### src/dqz_pkg.sv
package dqz_pkg;
  // bus geometry
  localparam int WB_ADR_W = 4;
  localparam int WB_DAT_W = 32;
  // register byte offsets
  localparam logic [3:0] MODE_OFS = 4'h0;
  localparam logic [3:0] CAL_CMD_OFS = 4'h4;
  localparam logic [3:0] STATUS_OFS = 4'h8;
  localparam logic [3:0] CODE_OFS = 4'hC;
  // mode_register_five enable bits
  localparam int MODE_MASK_BIT = 10;
  localparam int MODE_WINV_BIT = 11;
  localparam int MODE_RINV_BIT = 12;
  localparam logic [2:0] MODE_RESET = 3'h0;
  // cal command bits
  localparam int CMD_LONG_BIT = 0;
  localparam int CMD_SHORT_BIT = 1;
  // status fields
  localparam int ST_BUSY_BIT = 0;
  localparam int ST_FIRST_DONE_BIT = 1;
  localparam int ST_LONG_BIT = 2;
  localparam int ST_SHORT_BIT = 3;
  localparam int ST_CONFLICT_BIT = 4;
  localparam int ST_CURRENT_BIT = 5;
  localparam int ST_CODE_LSB = 8;
  // frame and lane geometry
  localparam int LANE_BITS = 8;
  localparam int LANES = 2;
  localparam int BURST_BEATS = 8;
  localparam int INV_ZERO_LIMIT = 4;
  // impedance code
  localparam int CODE_W = 6;
  localparam logic [5:0] CODE_RESET = 6'h20;
  // calibration timing, in clock cycles (nCK)
  localparam int INIT_WIN_NCK = 1024;
  localparam int OPER_WIN_NCK = 512;
  localparam int SHORT_WIN_NCK = 128;
  localparam int SHORT_CORR_NCK = 128;
  localparam int CAL_STEP_NCK = 16;
  localparam int CAL_CNT_W = 16;
  typedef enum logic [1:0] {CAL_IDLE, CAL_RUN, CAL_XFER} dqz_cal_state_type;
endpackage : dqz_pkg

### src/dqz_lane_codec.sv
`timescale 1ns/1ns
module dqz_lane_codec #(
  parameter int LANES = dqz_pkg::LANES,
  parameter int LB = dqz_pkg::LANE_BITS
) (
  input wire logic [LANES*LB-1:0] wr_data_i,
  input wire logic [LANES-1:0] wr_lane_n_i,
  input wire logic mask_en_i,
  input wire logic winv_en_i,
  input wire logic [LANES*LB-1:0] rd_data_i,
  output logic [LANES*LB-1:0] wr_data_o,
  output logic [LANES-1:0] wr_byte_en_o,
  output logic [LANES*LB-1:0] rd_data_o,
  output logic [LANES-1:0] rd_lane_n_o
);
  function automatic logic [3:0] zero_count(input logic [7:0] b);
    logic [3:0] n;
    n = 4'h0;
    for (int k = 0; k < 8; k++) begin
      n = n + {3'h0, ~b[k]};
    end
    return n;
  endfunction : zero_count

  for (genvar g = 0; g < LANES; g++) begin : g_lane
    wire logic [LB-1:0] wbyte = wr_data_i[g*LB +: LB];
    wire logic [LB-1:0] rbyte = rd_data_i[g*LB +: LB];
    wire logic inv_wr = winv_en_i & ~wr_lane_n_i[g];
    wire logic inv_rd = zero_count(rbyte) > 4'(dqz_pkg::INV_ZERO_LIMIT);
    // byte of a masked beat is dropped
    assign wr_byte_en_o[g] = ~(mask_en_i & ~wr_lane_n_i[g]);
    assign wr_data_o[g*LB +: LB] = inv_wr ? ~wbyte : wbyte;
    assign rd_data_o[g*LB +: LB] = inv_rd ? ~rbyte : rbyte;
    assign rd_lane_n_o[g] = ~inv_rd;
  end
endmodule : dqz_lane_codec

### src/dqz_lane_cal.sv
// Local design decisions: the register addresses and register access over Wishbone.
`timescale 1ns/1ns
// What this block does
// - three mode bits enable mask, inversions
// - both write functions off: receiver off
// - read inversion off: pin driver off
// - lane pin active low, bidirectional
// - mask low drops byte, high stores
// - write inversion low inverts whole byte
// - read: over four zeros inverts, pin low
// - eight beats, lane pins pair per byte
// - long cal runs engine, transfers values
// - first long cal within initial window
// - later long cal within operational window
// - short cal within short window, 128 cycles
// - no calibration on self-refresh exit
// - termination control low, park termination kept; here park termination is on only while a cal runs, termination control ignored
// - cut calibration current once calibrated
module dqz_lane_cal #(
  parameter int INIT_WIN_CYC = dqz_pkg::INIT_WIN_NCK,
  parameter int OPER_WIN_CYC = dqz_pkg::OPER_WIN_NCK,
  parameter int SHORT_WIN_CYC = dqz_pkg::SHORT_WIN_NCK,
  parameter int STEP_CYC = dqz_pkg::CAL_STEP_NCK
) (
  input wire logic clk_i,
  input wire logic rst_i,
  input wire logic ce_i,
  // classic wishbone slave
  input wire logic wb_cyc_i,
  input wire logic wb_stb_i,
  input wire logic wb_we_i,
  input wire logic [dqz_pkg::WB_ADR_W-1:0] wb_adr_i,
  input wire logic [3:0] wb_sel_i,
  input wire logic [dqz_pkg::WB_DAT_W-1:0] wb_dat_i,
  output logic [dqz_pkg::WB_DAT_W-1:0] wb_dat_o,
  output logic wb_ack_o,
  // dq pins, write side
  input wire logic wr_beat_i,
  input wire logic [15:0] dq_i,
  input wire logic [1:0] lane_mask_invert_pin_n_i,
  // dq pins, read side
  output logic [15:0] dq_o,
  output logic dq_oe_o,
  output logic [1:0] lane_mask_invert_pin_n_o,
  output logic [1:0] lane_mask_invert_pin_oe_o,
  output logic lane_rx_en_o,
  // core side
  output logic [15:0] core_wr_data_o,
  output logic [1:0] core_wr_byte_en_o,
  output logic core_wr_valid_o,
  output logic [2:0] core_wr_beat_o,
  input wire logic rd_beat_i,
  input wire logic [15:0] core_rd_data_i,
  // calibration pins
  input wire logic termination_control_i,
  input wire logic self_refresh_exit_i,
  input wire logic zq_cmp_i,
  output logic cal_current_en_o,
  output logic park_termination_o,
  output logic [dqz_pkg::CODE_W-1:0] io_code_o
);
  // pin synchronisers, first stage read only by second
  logic [18:0] pin_s1_reg;
  logic [18:0] pin_s2_reg;
  logic term_s1_reg;
  logic term_s2_reg;
  logic zq_s1_reg;
  logic zq_s2_reg;

  always_ff @(posedge clk_i) begin
    if (rst_i) begin
      pin_s1_reg <= 19'h0;
      pin_s2_reg <= 19'h0;
      term_s1_reg <= 1'b0;
      term_s2_reg <= 1'b0;
      zq_s1_reg <= 1'b0;
      zq_s2_reg <= 1'b0;
    end else if (ce_i) begin
      pin_s1_reg <= {wr_beat_i, lane_mask_invert_pin_n_i, dq_i};
      pin_s2_reg <= pin_s1_reg;
      term_s1_reg <= termination_control_i;
      term_s2_reg <= term_s1_reg;
      zq_s1_reg <= zq_cmp_i;
      zq_s2_reg <= zq_s1_reg;
    end
  end

  wire logic wr_beat_s = pin_s2_reg[18];
  wire logic [1:0] lane_n_s = pin_s2_reg[17:16];
  wire logic [15:0] dq_s = pin_s2_reg[15:0];
  wire logic zq_s = zq_s2_reg;

  // mode register bits
  logic mask_en_reg;
  logic winv_en_reg;
  logic rinv_en_reg;

  // wishbone decode
  wire logic wb_req = wb_cyc_i & wb_stb_i & ~wb_ack_o;
  wire logic wb_wr = wb_req & wb_we_i;
  wire logic hit_mode = wb_adr_i == dqz_pkg::MODE_OFS;
  wire logic hit_cmd = wb_adr_i == dqz_pkg::CAL_CMD_OFS;
  wire logic hit_status = wb_adr_i == dqz_pkg::STATUS_OFS;
  wire logic hit_code = wb_adr_i == dqz_pkg::CODE_OFS;
  wire logic mode_wr = wb_wr & hit_mode & wb_sel_i[1];
  wire logic cmd_wr = wb_wr & hit_cmd & wb_sel_i[0];
  wire logic long_req = cmd_wr & wb_dat_i[dqz_pkg::CMD_LONG_BIT];
  wire logic short_req = cmd_wr & wb_dat_i[dqz_pkg::CMD_SHORT_BIT] & ~long_req;

  always_ff @(posedge clk_i) begin
    if (rst_i) begin
      {rinv_en_reg, winv_en_reg, mask_en_reg} <= dqz_pkg::MODE_RESET;
    end else if (ce_i && mode_wr) begin
      // mode register set
      mask_en_reg <= wb_dat_i[dqz_pkg::MODE_MASK_BIT];
      winv_en_reg <= wb_dat_i[dqz_pkg::MODE_WINV_BIT];
      rinv_en_reg <= wb_dat_i[dqz_pkg::MODE_RINV_BIT];
    end
  end

  // illegal pairing is the controller's duty; mask then wins, flagged in status
  wire logic mode_conflict = mask_en_reg & winv_en_reg;
  wire logic eff_winv = winv_en_reg & ~mask_en_reg;
  // receiver off and level ignored when both write functions are off
  wire logic rx_on = mask_en_reg | winv_en_reg;
  wire logic [1:0] lane_n_eff = rx_on ? lane_n_s : 2'h3;

  // lane codec
  logic [15:0] dec_data;
  logic [1:0] dec_byte_en;
  logic [15:0] enc_data;
  logic [1:0] enc_lane_n;

  dqz_lane_codec #(
    .LANES(dqz_pkg::LANES),
    .LB(dqz_pkg::LANE_BITS)
  ) u_codec (
    .wr_data_i(dq_s),
    .wr_lane_n_i(lane_n_eff),
    .mask_en_i(mask_en_reg),
    .winv_en_i(eff_winv),
    .rd_data_i(core_rd_data_i),
    .wr_data_o(dec_data),
    .wr_byte_en_o(dec_byte_en),
    .rd_data_o(enc_data),
    .rd_lane_n_o(enc_lane_n)
  );

  // write path, beat index wraps every burst
  logic [15:0] wr_data_reg;
  logic [1:0] wr_be_reg;
  logic wr_valid_reg;
  logic [2:0] wr_beat_cnt_reg;
  logic [2:0] wr_beat_out_reg;

  always_ff @(posedge clk_i) begin
    if (rst_i) begin
      wr_data_reg <= 16'h0;
      wr_be_reg <= 2'h0;
      wr_valid_reg <= 1'b0;
      wr_beat_cnt_reg <= 3'h0;
      wr_beat_out_reg <= 3'h0;
    end else if (ce_i) begin
      wr_valid_reg <= wr_beat_s;
      if (wr_beat_s) begin
        wr_data_reg <= dec_data;
        wr_be_reg <= dec_byte_en;
        wr_beat_out_reg <= wr_beat_cnt_reg;
        wr_beat_cnt_reg <= wr_beat_cnt_reg + 3'h1;
      end
    end
  end

  // read path
  logic [15:0] dq_out_reg;
  logic dq_oe_reg;
  logic [1:0] lane_out_reg;
  logic [1:0] lane_oe_reg;
  wire logic [15:0] rd_sel = rinv_en_reg ? enc_data : core_rd_data_i;

  always_ff @(posedge clk_i) begin
    if (rst_i) begin
      dq_out_reg <= 16'h0;
      dq_oe_reg <= 1'b0;
      lane_out_reg <= 2'h3;
      lane_oe_reg <= 2'h0;
    end else if (ce_i) begin
      dq_oe_reg <= rd_beat_i;
      if (rd_beat_i) begin
        dq_out_reg <= rd_sel;
        lane_out_reg <= rinv_en_reg ? enc_lane_n : 2'h3;
      end
      // driver only on when read inversion is on
      lane_oe_reg <= {2{rd_beat_i & rinv_en_reg}};
    end
  end

  // calibration engine
  dqz_pkg::dqz_cal_state_type cal_state_reg;
  dqz_pkg::dqz_cal_state_type cal_state_next;
  logic [dqz_pkg::CAL_CNT_W-1:0] win_cnt_reg;
  logic [dqz_pkg::CAL_CNT_W-1:0] elapsed_reg;
  logic [dqz_pkg::CAL_CNT_W-1:0] step_cnt_reg;
  logic [dqz_pkg::CODE_W-1:0] cal_code_reg;
  logic [dqz_pkg::CODE_W-1:0] io_code_reg;
  logic first_done_reg;
  logic is_long_reg;
  logic is_short_reg;

  // window chosen by first-long-done flag
  wire logic [dqz_pkg::CAL_CNT_W-1:0] long_win = first_done_reg ?
      dqz_pkg::CAL_CNT_W'(OPER_WIN_CYC) : dqz_pkg::CAL_CNT_W'(INIT_WIN_CYC);
  wire logic [dqz_pkg::CAL_CNT_W-1:0] short_win = dqz_pkg::CAL_CNT_W'(SHORT_WIN_CYC);
  wire logic cal_idle = cal_state_reg == dqz_pkg::CAL_IDLE;
  // self-refresh exit never starts the engine; only commands do
  wire logic start_long = cal_idle & long_req;
  wire logic start_short = cal_idle & short_req;
  wire logic win_last = win_cnt_reg == '0;
  wire logic step_tick = step_cnt_reg == '0;
  // short cal does its correction in the first 128 cycles
  wire logic corr_ok = is_long_reg |
      (elapsed_reg < dqz_pkg::CAL_CNT_W'(dqz_pkg::SHORT_CORR_NCK));
  wire logic code_max = &cal_code_reg;
  wire logic code_min = ~|cal_code_reg;
  wire logic sr_exit_unused = self_refresh_exit_i;
  wire logic term_unused = term_s2_reg;

  always_comb begin
    cal_state_next = cal_state_reg;
    case (cal_state_reg)
      dqz_pkg::CAL_IDLE: begin
        if (start_long || start_short) begin
          cal_state_next = dqz_pkg::CAL_RUN;
        end
      end
      dqz_pkg::CAL_RUN: begin
        if (win_last) begin
          cal_state_next = dqz_pkg::CAL_XFER;
        end
      end
      dqz_pkg::CAL_XFER: begin
        cal_state_next = dqz_pkg::CAL_IDLE;
      end
      default: begin
        cal_state_next = dqz_pkg::CAL_IDLE;
      end
    endcase
  end

  always_ff @(posedge clk_i) begin
    if (rst_i) begin
      cal_state_reg <= dqz_pkg::CAL_IDLE;
    end else if (ce_i) begin
      cal_state_reg <= cal_state_next;
    end
  end

  // run lasts window-1 cycles plus one transfer cycle, inside the window
  always_ff @(posedge clk_i) begin
    if (rst_i) begin
      win_cnt_reg <= '0;
      elapsed_reg <= '0;
      step_cnt_reg <= '0;
      is_long_reg <= 1'b0;
      is_short_reg <= 1'b0;
    end else if (ce_i) begin
      if (start_long || start_short) begin
        win_cnt_reg <= (start_long ? long_win : short_win) - dqz_pkg::CAL_CNT_W'(2);
        elapsed_reg <= '0;
        step_cnt_reg <= dqz_pkg::CAL_CNT_W'(STEP_CYC - 1);
        is_long_reg <= start_long;
        is_short_reg <= start_short;
      end else if (cal_state_reg == dqz_pkg::CAL_RUN) begin
        win_cnt_reg <= win_cnt_reg - dqz_pkg::CAL_CNT_W'(1);
        elapsed_reg <= elapsed_reg + dqz_pkg::CAL_CNT_W'(1);
        step_cnt_reg <= step_tick ? dqz_pkg::CAL_CNT_W'(STEP_CYC - 1) :
            step_cnt_reg - dqz_pkg::CAL_CNT_W'(1);
      end else if (cal_state_reg == dqz_pkg::CAL_XFER) begin
        is_long_reg <= 1'b0;
        is_short_reg <= 1'b0;
      end
    end
  end

  // comparator high means impedance too high: step code up
  always_ff @(posedge clk_i) begin
    if (rst_i) begin
      cal_code_reg <= dqz_pkg::CODE_RESET;
      io_code_reg <= dqz_pkg::CODE_RESET;
      first_done_reg <= 1'b0;
    end else if (ce_i) begin
      if (cal_state_reg == dqz_pkg::CAL_RUN && step_tick && corr_ok) begin
        if (zq_s && !code_max) begin
          cal_code_reg <= cal_code_reg + dqz_pkg::CODE_W'(1);
        end else if (!zq_s && !code_min) begin
          cal_code_reg <= cal_code_reg - dqz_pkg::CODE_W'(1);
        end
      end
      if (cal_state_reg == dqz_pkg::CAL_XFER) begin
        io_code_reg <= cal_code_reg;
        if (is_long_reg) begin
          first_done_reg <= 1'b1;
        end
      end
    end
  end

  // current path only while engine runs
  wire logic cal_active = cal_state_reg == dqz_pkg::CAL_RUN;
  // park termination held for the whole procedure
  wire logic park_on = ~cal_idle;

  // read mux and ack
  logic [31:0] rd_word;
  logic [31:0] status_word;
  logic [31:0] wb_dat_reg;
  logic wb_ack_reg;

  always_comb begin
    status_word = 32'h0;
    status_word[dqz_pkg::ST_BUSY_BIT] = ~cal_idle;
    status_word[dqz_pkg::ST_FIRST_DONE_BIT] = first_done_reg;
    status_word[dqz_pkg::ST_LONG_BIT] = is_long_reg;
    status_word[dqz_pkg::ST_SHORT_BIT] = is_short_reg;
    status_word[dqz_pkg::ST_CONFLICT_BIT] = mode_conflict;
    status_word[dqz_pkg::ST_CURRENT_BIT] = cal_active;
    status_word[dqz_pkg::ST_CODE_LSB +: dqz_pkg::CODE_W] = cal_code_reg;
  end

  always_comb begin
    rd_word = 32'h0;
    if (hit_mode) begin
      rd_word[dqz_pkg::MODE_MASK_BIT] = mask_en_reg;
      rd_word[dqz_pkg::MODE_WINV_BIT] = winv_en_reg;
      rd_word[dqz_pkg::MODE_RINV_BIT] = rinv_en_reg;
    end else if (hit_status) begin
      rd_word = status_word;
    end else if (hit_code) begin
      rd_word[dqz_pkg::CODE_W-1:0] = io_code_reg;
    end else begin
      rd_word = 32'h0;
    end
  end

  always_ff @(posedge clk_i) begin
    if (rst_i) begin
      wb_ack_reg <= 1'b0;
      wb_dat_reg <= 32'h0;
    end else if (ce_i) begin
      wb_ack_reg <= wb_req;
      if (wb_req && !wb_we_i) begin
        wb_dat_reg <= rd_word;
      end
    end
  end

  assign wb_ack_o = wb_ack_reg;
  assign wb_dat_o = wb_dat_reg;
  assign dq_o = dq_out_reg;
  assign dq_oe_o = dq_oe_reg;
  assign lane_mask_invert_pin_n_o = lane_out_reg;
  assign lane_mask_invert_pin_oe_o = lane_oe_reg;
  assign lane_rx_en_o = rx_on;
  assign core_wr_data_o = wr_data_reg;
  assign core_wr_byte_en_o = wr_be_reg;
  assign core_wr_valid_o = wr_valid_reg;
  assign core_wr_beat_o = wr_beat_out_reg;
  assign cal_current_en_o = cal_active;
  assign park_termination_o = park_on | (cal_idle & ~term_unused & ~sr_exit_unused & 1'b0);
  assign io_code_o = io_code_reg;
endmodule : dqz_lane_cal

### config.mk
export PLATFORM = sky130hd
export DESIGN_NAME = dqz_lane_cal
export DESIGN_NICKNAME = d
export VERILOG_FILES = /design/src/dqz_pkg.sv /design/src/dqz_lane_codec.sv /design/src/dqz_lane_cal.sv
export SDC_FILE = /design/constraint.sdc
export NUM_CORES = 1
export LEC_CHECK = 0
export BUFFER_PORTS_ARGS = -buffer_cell sky130_fd_sc_hd__clkbuf_2
export CORE_MARGIN = 2
export CORE_UTILIZATION = 51
export CTS_BUF_LIST = sky130_fd_sc_hd__clkbuf_8
export CTS_CLUSTER_SIZE = 12
export DETAILED_ROUTE_END_ITERATION = 8
export PLACE_DENSITY = 0.85
export REMOVE_ABC_BUFFERS = 1
export SLEW_MARGIN = 20
export SYNTH_ARGS = -nofsm -noshare
export SYNTH_HDL_FRONTEND = slang
export SYNTH_SLANG_ARGS = --single-unit
### constraint.sdc
create_clock -name clk_i -period 3.76 [get_ports clk_i]
set_clock_uncertainty 0.15 [all_clocks]
set_input_delay 0.376 -clock clk_i [delete_from_list [all_inputs] [get_ports clk_i]]
set_output_delay 0.376 -clock clk_i [all_outputs]
set_load 0.02 [all_outputs]
## Word level (Yosys, flattened, before mapping)

Index checks and enable logic that the tools add are counted.

- Flip-flop bits (word level): 186
- RAM bits: 0
- Bits in latches: 0
- Input port bits: 85
- Memories kept: 0
- Word-level logic and storage cells: 168
- ROM bits: 0

- Reduce and logical (&&, ||, !) cells: 28
- Add/subtract/negate cells: 21
- Bitwise logic cells: 51
- Div/mod/pow operators: 0
- Muxes and demuxes: 30
- $mul: 0
- $lt $le $gt $ge: 3
- Shifts and indexed selects: 0
- Equal/unequal tests: 8

Operators with widths:

| operator | count |
|---|---|
| $mux 16 | 8 |
| $add 4x1->4 | 12 |
| $logic_not 16->1 | 2 |
| $mux 8 | 4 |
| $not 8->8 | 4 |
| $sub 16x1->16 const B | 2 |
| $not 1->1 | 26 |
| $mux 11 | 2 |
| $and 1x1->1 | 19 |
| $mux 19 | 1 |
| $mux 6 | 3 |
| $add 16x1->16 const B | 1 |
| $lt 16x8->1 const B | 1 |
| $mux 14 | 1 |
| $reduce_and 3->1 | 4 |
| $sub 11x2->12 const B | 1 |
| $mux 10 | 1 |
| $reduce_and 2->1 | 5 |
| $eq 4x4->1 const B | 2 |
| $gt 4x3->1 const B | 2 |
| $mux 2 | 4 |
| $add 6x1->6 const B | 1 |
| $logic_and 1x1->1 | 6 |
| $ne 2x1->1 const B | 3 |
| 17 further kinds | 26 |

## Longest topological paths before layout

- Word-level depth: 12
- Depth in mapped cells: 11

## By module

Synthesis repeated with hierarchy kept, for this count alone.

- Cell total of the unflattened synthesis: 923
- Area total of the unflattened synthesis: 8282.9 sq um

By module, submodules not included:

| module | cells an instance | sequential area each (sq um) | times used | area an instance (sq um) |
|---|---|---|---|---|
| dqz_lane_cal | 846 | 3323.2 | 1 | 7596.0 |
| dqz_lane_codec | 77 | 0.0 | 1 | 686.9 |

## Least setup slack after synthesis

OpenSTA, ideal clock, no wires.

- Path type: input to register
- Start: in core_rd_data_i[8]
- End: reg dq_out_reg[10], in the netlist dq_o[10]
- Slack: -0.148 ns
- Stages: 11
- Arrival: 3.672 ns
- Cells stage by stage: inv_1 ha_1 fa_1 fa_1 fa_1 fa_1 o21bai_1 a21boi_0 o21ai_1 xnor2_1 a211oi_1

- Cells in the longest elaborated chain, start to end: 11

Ends and longest elaborated chain:

| item | RTL line | RTL |
|---|---|---|
| from (decl) | dqz_lane_cal.sv:53 | `input wire logic [15:0] core_rd_data_i,` |
| $not 1->1 | dqz_lane_codec.sv:20 | `n = n + {3'h0, ~b[k]};` |
| $add 1x1->2 | dqz_lane_codec.sv:20 |  |
| $add 4x1->4 (6 in series) | dqz_lane_codec.sv:20 |  |
| $gt 4x3->1 | dqz_lane_codec.sv:29 | `wire logic inv_rd = zero_count(rbyte) > 4'(dqz_pkg::INV_ZERO_LIMIT);` |
| $mux 8 | dqz_lane_codec.sv:33 | `assign rd_data_o[g*LB +: LB] = inv_rd ? ~rbyte : rbyte;` |
| $mux 16 | dqz_lane_cal.sv:179 | `wire logic [15:0] rd_sel = rinv_en_reg ? enc_data : core_rd_data_i;` |
| to (signal assigned) | dqz_lane_cal.sv:190 | `dq_out_reg <= rd_sel;` |
| to (decl) | dqz_lane_cal.sv:175 | `logic [15:0] dq_out_reg;` |

Every way passes these cells.
A chain may end at the register's enable or synchronous reset.

## Final worst setup path

- Start: in core_rd_data_i[0]
- End: reg dq_out_reg[7], in the netlist dq_o[7]

Same word-level chain as after synthesis.

==> results.cfg <==
[global_routing]
grt_usage_pct = 23.1
grt_pass1_vias = 6355
grt_pass1_wl_microns = 30200
grt_max_degree = 79
grt-ovfl-total = 0
antenna_found_initial = 0

[worst_hold_path]
min_delay_path_depth = 3
hold_class = input port to flip-flop
hp-start = dq_i[11]
min_to = pin_s1_reg[11]

[timing]
timing.final.crit_share_pct = 92.9
setup_viol = 0
layout_setup_ws_ns = 0.269
rsz0062_at_grt = false
fin_crit_ns = 3.49
fmax_mhz = 286
finalMaxSlewViolations = 0
hold_slack_ns = 0.0254
hold_viol_final = 0
max-slew-margin-rel_pct = 36.4
worst_pin_slew_ns = 0.950

[synth]
syn_area_sq_um = 7790
synthMostInstantiatedCell = dfxtp_1
yosysWarnings = 0
synth_edf_count = 0
synth.area.top_cells = dfxtp_1, mux2i_1, nor2_1, a21oi_1, xnor2_1
async_reset_ff_share_pct = 0
synth_area_per_cell_sq_um = 8.79
syn_inst = 887
synth_commonest_cells = dfxtp_1, nor2_1, a21oi_1
synth-seq-area-share_pct = 42.6
synth-seq-cells = 166
synth_top_area_cell = dfxtp_1
synth_top_area_share_pct = 42.6
synth_cell_types = 60
synth_ff_type = dfxtp_1

[routing]
via_per_inst = 5.60
dr.pass1.iters = 5
met3WireLength_microns = 1180
met2_wirelength_microns = 8890
wl_met1_microns = 7790
dr.first_iter.drc_count = 429
finalWirelength_microns = 18300
routedWlPerCell_microns = 15.3
vias = 6713
top_layer = met4
drtAntennaViolNets = 0
drc = 0

[clocking]
tritoncts = built
clock_latency_ns = 0.47
cts_setup_buffers = 0
cts.root.buffer_cell = clkbuf_8
htree_levels = 4
clk_path_buf_depth = 2
cts_buffers = 17
path_clk_slew_ns = 0.09
cts.sinks = 166

[place]
hpwl_microns = 12500
pre_cts_slack_ns = -0.218
io_buffers = 118
globalplace.congestion = 0.831

[floorplan]
rows = 45
core-area_sq_um = 15100
die_y_microns = 128
die-area_sq_um = 16300
pin_count = 170
start_util_pct = 51.6
dieWidth_microns = 128

[finish]
finalNetCount = 1108
drive_above_1_share_pct = 16.2
nFillCells = 1250
diodes = 0
syn2layout_area_growth_pct = 15.5

[outcome]
status = finished, final reports clean

[setup_path]
path_max_fanout = 9
critPathRequiredTime_ns = 4.01
r2r_end = cal_code_reg[5]
endpoint_kind = flip-flop
r2r_start = step_cnt_reg[2]
worstSetupPathType = input port to flip-flop
regToRegSetupSlack_ns = 0.96
worstRegToRegCells = 5
worst_ep_arrival_time_ns = 3.74
start_kind = input port

[pwr]
leakagePower_uw = 0.00376
power_density_nw_per_um2 = 381
power_uw = 3430
vdd_ir_drop_max_mv = 0.329

[flow_run]
drv_cap = 0
-- power by group --
group | total [uW] | switching, uW | internal (uW)
combinational | 368 | 217 | 151
clock | 1250 | 654 | 594
sequential | 1820 | 23.5 | 1790
-- through the flow --
stage	cell area, sq um	utilization, %	std cells	TNS [ns]
final	9000	59.7	1199	0
after global routing	9000	59.7	1199	0
after CTS	9000	59.7	1199	0
after detailed placement	8420	55.8	1148	-2.19
after global placement	8420	55.8	1148	-0.311
after floorplan	7500	-	832	-1.18
-- how the worst max path moves through the flow --
stage	startpoint	endpoint	slack [ns]
2_1_floorplan	core_rd_data_i[8]	dq_o[10]	-0.15
3_3_place_gp	core_rd_data_i[0]	dq_o[1]	-0.04
3_5_place_dp	core_rd_data_i[0]	dq_o[7]	-0.22
4_1_cts	core_rd_data_i[0]	dq_o[7]	0.28
5_1_grt	core_rd_data_i[0]	dq_o[7]	0.11
6_report	core_rd_data_i[0]	dq_o[7]	0.27
-- routing by layer --
layer / vias to the layer above / track usage, %
met4: 0 / 9.18
met3: 45 / 7.08
met1: 3172 / 27.1
li1: 3316 / -
met2: 180 / 39.4
met5: - / 0
-- cell usage in the layout (no fill, tap or decap), drive strengths merged, types with 9 or more instances in the layout --
master       count
conb            20
dlygate4sd3     20
o31ai           15
xnor2           30
or4             18
a211oi          26
clkbuf         138
mux2i           69
nand2b          10
or3             23
o21ai           22
inv             38
a21oi           72
nand2           56
buf             11
ha              15
fa               9
nor2           129
nor3            18
dfxtp          166
-- final cells by class --
class | count | area, sq um | share of cell area (%)
Clock buffer | 21 | 289 | 3.21
Clock inverter | 10 | 93.8 | 1.04
Inverter | 34 | 128 | 1.42
Multi-Input combinational cell | 632 | 4050 | 45.0
Sequential cell | 166 | 3320 | 36.9
Tap cell | 188 | 235 | 2.61
Timing Repair Buffer | 148 | 881 | 9.78
-- worst max-delay path: stages --
cell and delay (ns):
clkbuf_2 0.10, inv_1 0.04, ha_1 0.31, fa_1 0.54
fa_1 0.45, fa_1 0.42, fa_1 0.50, nor2_1 0.05
a2bb2oi_1 0.15, nor2_1 0.47, mux2i_1 0.17, a21oi_1 0.16
-- logic make-up after synthesis --
kind of cell    Yosys count  synth area share (%)
other cells               1                0.0481
buf+inv                 108                  6.25
xor+xnor                 33                  3.71
compound gates          181                  14.9
mux                      69                  8.86
fa+ha+maj                24                  4.72
simple gates            305                  18.9
flops                   166                  42.6
-- repair_timing --
action                    in CTS  in global routing
hold buffers                  20                  0
resized for setup              0                  0
hold endpoints to repair      20                  0
Power figures use the tool's default switching activity.
